## config.mk

```make
export PLATFORM = sky130hd
export DESIGN_NAME = subscriber_line_link_slave
export DESIGN_NICKNAME = d
export VERILOG_FILES = /design/src/subscriber_line_link_pkg.sv /design/src/subscriber_line_link_slave.sv
export SDC_FILE = /design/constraint.sdc
export NUM_CORES = 1
export LEC_CHECK = 0
export BUFFER_PORTS_ARGS = -buffer_cell sky130_fd_sc_hd__clkbuf_2
export CORE_UTILIZATION = 45
export CTS_CLUSTER_DIAMETER = 100
export DETAILED_ROUTE_END_ITERATION = 12
export PLACE_DENSITY = 0.64
export SLEW_MARGIN = 20
export SYNTH_ARGS = -nofsm -noshare
export SYNTH_HDL_FRONTEND = slang
export SYNTH_SLANG_ARGS = --single-unit
export TNS_END_PERCENT = 5
```

## constraint.sdc

```tcl
create_clock -name clock_in -period 1.9 [get_ports clock_in]
set_input_delay 0.19 -clock clock_in [delete_from_list [all_inputs] [get_ports clock_in]]
set_output_delay 0.19 -clock clock_in [all_outputs]
set_load 0.03 [all_outputs]
```

## src/subscriber_line_link_pkg.sv

```systemverilog
// Purpose: Constants for the module-side slave of the subscriber line link.
// Assumes: 40 MHz block clock, 512 kHz link clock from the line interface board.
// Notes: Rules of the block follow, one to a line.
// Function
// - Board is timing master; module follows strobe.
// - Asserted interface reset blocks all board calls.
// - Frame holds voice, data, control, signaling bytes.
// - Voice slot carries one 8-bit sample per frame.
// - Data byte slot is unused both ways.
// - Six control bytes; framing bit 0 then 1.
// - Control bit six is active-low write enable.
// - Hook bit 0 off-hook, 1 on-hook.
// - Other outbound signaling bits stay unused.
// - Returned signaling reports line current and pins.
// - First general pin is ring; current bit.
// - Ignore other general pins and undefined bits.
// - Transmit valid only while strobe asserted.
// - Sample strap: one wire or two wires.
// - Board stays reset until run line reasserted.

package subscriber_line_link_pkg;
  // ==========================================================
  // Timing.
  localparam int CLOCK_KHZ = 40000;
  localparam int LINK_CLOCK_KHZ = 512;
  localparam int LINK_HALF_CYCLES = CLOCK_KHZ / (2 * LINK_CLOCK_KHZ);
  // ==========================================================
  // Frame layout, most significant bit sent first.
  localparam int FRAME_BITS = 32;
  localparam logic [5:0] FRAME_BITS_W = 6'h20;
  localparam int VOICE_LSB = 24;
  localparam int DATA_LSB = 16;
  localparam int CTRL_LSB = 8;
  localparam int SIG_LSB = 0;
  localparam logic [7:0] DATA_IDLE = 8'h00;
  // ==========================================================
  // Control byte fields.
  localparam int CTRL_FRAME_POS = 7;
  localparam int CTRL_WE_B_POS = 6;
  localparam int PROG_BYTES = 6;
  localparam logic [2:0] PROG_LAST = 3'h5;
  localparam logic [7:0] CTRL_IDLE = 8'hC0;
  // ==========================================================
  // Signaling byte fields.
  localparam int HOOK_POS = 0;
  localparam int RING_POS = 0;
  localparam int CURRENT_POS = 4;
  localparam logic [7:0] SIG_IDLE = 8'h00;
  // ==========================================================
  // Synchroniser lanes.
  localparam int SY_CLK = 0;
  localparam int SY_DIR = 1;
  localparam int SY_RX = 2;
  localparam int SY_TXI = 3;
  localparam int SY_STRAP = 4;
  localparam int SY_N = 5;
endpackage : subscriber_line_link_pkg

```

## src/subscriber_line_link_slave.sv

```systemverilog
// Purpose: Module-side timing slave of the subscriber line link.
// Assumes: Link clock, strobe and data pins are asynchronous to clock_in.
// Notes: Link edges are found by oversampling; no second clock domain.
`timescale 1ns/1ps
`default_nettype none
module subscriber_line_link_slave (
  // Clock and reset.
  input wire logic clock_in,
  input wire logic rst_b_in,
  // Link pins from the line interface board.
  input wire logic link_clock_in,
  input wire logic link_direction_strobe_in,
  input wire logic rx_data_in,
  input wire logic one_wire_b_in,
  // Transmit wire, two-way in one-wire mode.
  input wire logic tx_data_in,
  output logic tx_data_out,
  output logic tx_data_oe_out,
  // Interface reset line, high lets the board run.
  output logic interface_reset_line_out,
  // User side controls.
  input wire logic run_enable_in,
  input wire logic hook_off_in,
  input wire logic [7:0] tx_voice_in,
  input wire logic prog_start_in,
  input wire logic prog_write_in,
  input wire logic [35:0] prog_bits_in,
  // User side status.
  output logic prog_busy_out,
  output logic voice_taken_out,
  output logic [7:0] voice_out,
  output logic voice_valid_out,
  output logic ring_detect_out,
  output logic line_current_out,
  output logic [7:0] id_code_out,
  output logic id_valid_out,
  output logic one_wire_out
);
  import subscriber_line_link_pkg::*;

  // ==========================================================
  // Pin synchronisers and edge detection.
  logic [SY_N-1:0] sync1;
  logic [SY_N-1:0] sync2;
  logic lclk_d;
  logic dir_d;
  logic lclk_fall;
  logic dir_rise;
  logic dir_fall;

  // Two flops per pin before any logic looks at it.
  always_ff @(posedge clock_in or negedge rst_b_in) begin
    if (!rst_b_in) begin
      sync1 <= '0;
      sync2 <= '0;
    end else begin
      sync1 <= {one_wire_b_in, tx_data_in, rx_data_in, link_direction_strobe_in,
                link_clock_in};
      sync2 <= sync1;
    end
  end

  // Previous synchronised levels for edge finding.
  always_ff @(posedge clock_in or negedge rst_b_in) begin
    if (!rst_b_in) begin
      lclk_d <= 1'b0;
      dir_d <= 1'b0;
    end else begin
      lclk_d <= sync2[SY_CLK];
      dir_d <= sync2[SY_DIR];
    end
  end

  // Edges of the master's clock and strobe drive all timing.
  assign lclk_fall = lclk_d & ~sync2[SY_CLK];
  assign dir_rise = ~dir_d & sync2[SY_DIR];
  assign dir_fall = dir_d & ~sync2[SY_DIR];

  // ==========================================================
  // Interface reset line and wire-mode strap.
  logic go;
  logic one_wire;

  // Low during module reset and until software asks to run.
  always_ff @(posedge clock_in or negedge rst_b_in) begin
    if (!rst_b_in) begin
      go <= 1'b0;
    end else begin
      go <= run_enable_in;
    end
  end

  // The strap is only taken while the board is held in reset.
  always_ff @(posedge clock_in or negedge rst_b_in) begin
    if (!rst_b_in) begin
      one_wire <= 1'b0;
    end else if (!go) begin
      one_wire <= ~sync2[SY_STRAP];
    end
  end

  // ==========================================================
  // Programming sequence store and sequencer.
  logic [5:0] prog_mem [0:PROG_BYTES-1];
  logic [2:0] prog_index;
  logic prog_busy;
  logic prog_we;
  logic tx_load;

  assign tx_load = dir_rise & go;

  // Payload bytes are captured when a sequence starts.
  generate
    for (genvar i = 0; i < PROG_BYTES; i++) begin : g_prog
      always_ff @(posedge clock_in or negedge rst_b_in) begin
        if (!rst_b_in) begin
          prog_mem[i] <= 6'h00;
        end else if (prog_start_in) begin
          prog_mem[i] <= prog_bits_in[(PROG_BYTES-1-i)*6 +: 6];
        end
      end
    end
  endgenerate

  // One byte per frame; a new start restarts at the framing byte.
  always_ff @(posedge clock_in or negedge rst_b_in) begin
    if (!rst_b_in) begin
      prog_busy <= 1'b0;
      prog_index <= 3'h0;
      prog_we <= 1'b0;
    end else if (prog_start_in) begin
      prog_busy <= 1'b1;
      prog_index <= 3'h0;
      prog_we <= prog_write_in;
    end else if (!go) begin
      prog_busy <= 1'b0;
      prog_index <= 3'h0;
    end else if (tx_load && prog_busy) begin
      prog_busy <= (prog_index != PROG_LAST);
      prog_index <= (prog_index == PROG_LAST) ? 3'h0 : prog_index + 3'h1;
    end
  end

  // Builds one control byte: framing, write enable, payload.
  function automatic logic [7:0] ctrl_byte(input logic busy, input logic [2:0] idx,
                                           input logic we, input logic [5:0] pay);
    logic [7:0] b;
    b = CTRL_IDLE;
    if (busy) begin
      b[CTRL_FRAME_POS] = (idx != 3'h0);
      b[CTRL_WE_B_POS] = ~we;
      b[5:0] = pay;
    end
    return b;
  endfunction : ctrl_byte

  // ==========================================================
  // Transmit framer.
  logic [FRAME_BITS-1:0] tx_shift;
  logic [5:0] tx_count;
  logic [7:0] sig_tx;

  // Only the hook bit carries meaning outward.
  always_comb begin
    sig_tx = SIG_IDLE;
    sig_tx[HOOK_POS] = ~hook_off_in;
  end

  // Frame loads at strobe rise and shifts on falling link edges.
  always_ff @(posedge clock_in or negedge rst_b_in) begin
    if (!rst_b_in) begin
      tx_shift <= '0;
      tx_count <= FRAME_BITS_W;
    end else if (tx_load) begin
      tx_shift <= {tx_voice_in, DATA_IDLE,
                   ctrl_byte(prog_busy, prog_index, prog_we, prog_mem[prog_index]),
                   sig_tx};
      tx_count <= 6'h00;
    end else if (lclk_fall && sync2[SY_DIR] && tx_count != FRAME_BITS_W) begin
      tx_shift <= {tx_shift[FRAME_BITS-2:0], 1'b0};
      tx_count <= tx_count + 6'h01;
    end
  end

  // Wire drive: one-wire mode drives only while the strobe is high.
  always_ff @(posedge clock_in or negedge rst_b_in) begin
    if (!rst_b_in) begin
      tx_data_out <= 1'b0;
      tx_data_oe_out <= 1'b0;
    end else begin
      tx_data_out <= tx_shift[FRAME_BITS-1] & sync2[SY_DIR];
      tx_data_oe_out <= go & (sync2[SY_DIR] | ~one_wire);
    end
  end

  // ==========================================================
  // Receive deframer.
  logic [FRAME_BITS-1:0] rx_shift;
  logic [5:0] rx_count;
  logic rx_done;
  logic id_pending;
  logic rx_bit;
  logic [FRAME_BITS-1:0] rx_word;

  // Board data comes on the shared wire in one-wire mode; the code on rx.
  assign rx_bit = (one_wire && !id_pending) ? sync2[SY_TXI] : sync2[SY_RX];
  assign rx_done = lclk_fall && !sync2[SY_DIR] && rx_count == FRAME_BITS_W - 6'h01;
  // Whole frame as it stands once the last bit is on the wire.
  assign rx_word = {rx_shift[FRAME_BITS-2:0], rx_bit};

  // Receive frame starts when the strobe falls.
  always_ff @(posedge clock_in or negedge rst_b_in) begin
    if (!rst_b_in) begin
      rx_shift <= '0;
      rx_count <= FRAME_BITS_W;
    end else if (dir_fall) begin
      rx_count <= 6'h00;
    end else if (lclk_fall && !sync2[SY_DIR] && rx_count != FRAME_BITS_W) begin
      rx_shift <= {rx_shift[FRAME_BITS-2:0], rx_bit};
      rx_count <= rx_count + 6'h01;
    end
  end

  // First frame after the run line rises holds the identification.
  always_ff @(posedge clock_in or negedge rst_b_in) begin
    if (!rst_b_in) begin
      id_pending <= 1'b1;
      id_code_out <= 8'h00;
      id_valid_out <= 1'b0;
    end else if (!go) begin
      id_pending <= 1'b1;
      id_valid_out <= 1'b0;
    end else if (rx_done && id_pending) begin
      id_pending <= 1'b0;
      id_code_out <= rx_word[VOICE_LSB +: 8];
      id_valid_out <= 1'b1;
    end
  end

  // Voice and line status from each ordinary received frame.
  always_ff @(posedge clock_in or negedge rst_b_in) begin
    if (!rst_b_in) begin
      voice_out <= 8'h00;
      voice_valid_out <= 1'b0;
      ring_detect_out <= 1'b0;
      line_current_out <= 1'b0;
    end else begin
      voice_valid_out <= rx_done & ~id_pending & go;
      if (rx_done && !id_pending && go) begin
        voice_out <= rx_word[VOICE_LSB +: 8];
        ring_detect_out <= rx_word[SIG_LSB + RING_POS];
        line_current_out <= rx_word[SIG_LSB + CURRENT_POS];
      end
    end
  end

  // ==========================================================
  // Status outputs.
  always_ff @(posedge clock_in or negedge rst_b_in) begin
    if (!rst_b_in) begin
      interface_reset_line_out <= 1'b0;
      prog_busy_out <= 1'b0;
      voice_taken_out <= 1'b0;
      one_wire_out <= 1'b0;
    end else begin
      interface_reset_line_out <= go;
      prog_busy_out <= prog_busy;
      voice_taken_out <= tx_load;
      one_wire_out <= one_wire;
    end
  end

  // Counts control bytes sent since the last start, for the length check.
  logic [2:0] prog_loads;
  always_ff @(posedge clock_in or negedge rst_b_in) begin
    if (!rst_b_in) begin
      prog_loads <= 3'h0;
    end else if (prog_start_in) begin
      prog_loads <= 3'h0;
    end else if (tx_load && prog_busy) begin
      prog_loads <= prog_loads + 3'h1;
    end
  end
endmodule : subscriber_line_link_slave
`default_nettype wire

```

==> run metrics <==
Final Hold Vio Count 0; Die Y between 100 and 150 um; Starting Density between 40 and 50%; Clock Sink Count 157; vias per cell slightly above 5; crit-path max FO 26; part of the Yosys area used for sequential elements about three fifths; vias in the first global route 4438; Post-route DRC 0; worst hold path type in2reg; ys async rst share between 90% and 100%; P per Cell Area between 900 and 1000 nW/um2; RSZ-0062 raised after global routing true; crit path launch type flop; via count between 4000 and 5000; Ports 81; register bit total from synthesis between 150 and 200; largest net degree at the start of global routing 57; CTS tree yes; H-tree depth 4; most common cell after layout, fill and taps aside dfrtp_1; row count 43; 1st-pass router iterations 4; ys flop type dfrtp_1; Worst slew margin a little under two thirds; Post-Syn Area per Cell roughly 13 um2; total track usage a little under a fifth; global route overflow 0; area delta synth->final 29.2%; Die Wd between 100 and 150 um; 1st-iter DRT viols ~180; Least-Margin Pin Slew ~0.55 ns; routability cong. 0.815; Post-synth EDFFs 0; routed wire length between 10000 and 15000 um; fin nets ~700; clk_skew about 0.012 ns; Synth Cell Area between 6000 and 7000 um2; clock-pin slew on the worst setup and hold paths ~0.06 ns; CP arrival roughly 2.1 ns; core region area 14000 um2; Cell Area, Placed 7320 um2; setup TNS 0 ns; crit path time final about 1.8 ns; Warnings, synthesis 0; initial antenna violation count 0; Fmax around 0.56 GHz; clk buf depth 2; share of cells above drive strength 1 a little over a third; Max Slew Vio Count 0; Final Non-Filler Cells roughly 850; run status finished, final reports clean; Synth Instances 507; WL per Instance about 15 um; Tcrit/Tclk final a little over nine tenths; syn nets approximately 570; maxcap violations 0; design area 8450 um2; global-route wire length before repair 21800 um; hpwl dp 8390 um; dpl cells about 770; Crit. End Element flop; Static Leak around 0.004 uW; peak supply drop 0.000816 V; ANT cells 0; CTS buffer count 17; final setup violation count 0; DRT antenna net count 0; Worst Path Required ~2.2 ns; Setup Crit Path Kind reg2reg; Die ar. between 15000 and 20000 um2; synth unique cells 48; worst-skew pair later-pin latency between 0.4 and 0.5 ns; CTS Root Buffer Type clkbuf_16; Port Buffers 80; most frequent cells in the layout dfrtp_1 (154), clkbuf_2 (79), mux2_2 (56)
[power by group]
part	switching, uW	leakage, uW	internal, uW
logic	353	0.00166	404
clock network	1330	0.000315	2280
registers	162	0.00201	3590
total	1850	0.00398	6280
[synthesized netlist by cell type, types with 4 or more instances]
master / count / area share, %
nor3_1: 23 / 1.8
mux2i_1: 21 / 3.2
ha_1: 4 / 0.76
xor2_1: 4 / 0.54
o22ai_1: 7 / 0.67
a21oi_1: 24 / 1.8
o21ai_0: 11 / 0.84
mux2_2: 56 / 9.6
clkbuf_1: 12 / 0.69
inv_1: 7 / 0.40
nor2_1: 11 / 0.63
buf_2: 10 / 0.76
mux2_4: 28 / 6.4
nand3_1: 27 / 2.1
dfrtp_1: 154 / 59
nand2_1: 53 / 3.0
[layout make-up]
cell class / instances / area (um2)
fill: 1101 / 5590
sequential: 157 / 3930
multi-input combinational: 313 / 2440
timing repair buffer: 157 / 1180
clock buffer: 19 / 453
tap: 180 / 225
clock inverter: 13 / 185
inverter: 8 / 30.0
[kinds of logic (layout without fill, tap and decap cells)]
family                     Yosys count  count (layout)  share of synthesized area [%]
adders and majority gates            4               4                          0.765
buffers and inverters               37             197                           2.72
and+or+nand+nor                    140             140                           10.6
AOI/OAI and AO/OA                   57              57                           5.43
muxes                              106             106                           19.6
xor gates and xnor gates             6               6                          0.803
DFF                                157             157                           60.1
[path summary, 6_finish.rpt]
path | startpoint | to | slack, ns | cells past startpoint
worst max register to register | rx_count[0] | rx_shift[19] | 0.12 | 5
min in group asynchronous | rst_b_in | prog_mem[22] | 0.29 | 2
max in group asynchronous | rst_b_in | id_code_out[4] | 0.93 | 3
worst min register to register | sync1[3] | sync2[3] | 0.35 | 0
worst max-delay path | rx_count[0] | rx_shift[19] | 0.12 | 5
worst min-delay path | prog_bits_in[13] | prog_mem[13] | 0.03 | 2
[metrics by stage]
stage | hold slack [ns] | total power [uW] | util (%) | worst slack [ns]
after floorplan | -0.106 | 4200 | - | 0.223
after global placement | 0.194 | 4460 | 52.1 | 0.148
after detailed placement | 0.204 | 4500 | 52.1 | 0.136
after CTS | 0.00899 | 8250 | 60.1 | 0.121
after global routing | 0.0128 | 8510 | 60.2 | -0.0144
final | 0.0256 | 8130 | 60.2 | 0.120
[worst max-delay path: stages (launching register included)]
cell     delay [ns]
dfrtp_1        0.43
inv_1          0.09
ha_1           0.21
a311o_2        0.42
buf_12         0.20
mux2_4         0.31
[layer usage]
metal	routed length, um	track usage (%)	vias to the layer above	share of wire, %
met5	0	0	-	0
met4	207	8.38	0	1.6
met3	316	4.00	16	2.5
met2	6350	30.2	71	50
met1	5850	25.0	2190	46
li1	-	-	2093	-
[flip-flops by register name (all words and copies together) (netlist names), 3 cells and up]
name and flops:
rx_shift 31, sync1 5, prog_index 3, voice_out 8, rx_count 6, id_code_out 8, tx_shift 32, sync2 5
tx_count 6, prog_mem 36
[what timing repair did]
item                                   in CTS  in global routing
setup endpoints to repair                   0                  6
hold buffers                               49                  0
gates resized for setup                     0                  0
buffers inserted                            0                  1
endpoints found under the hold margin      96                  0
Note: power is estimated with default switching activity, not from simulation.
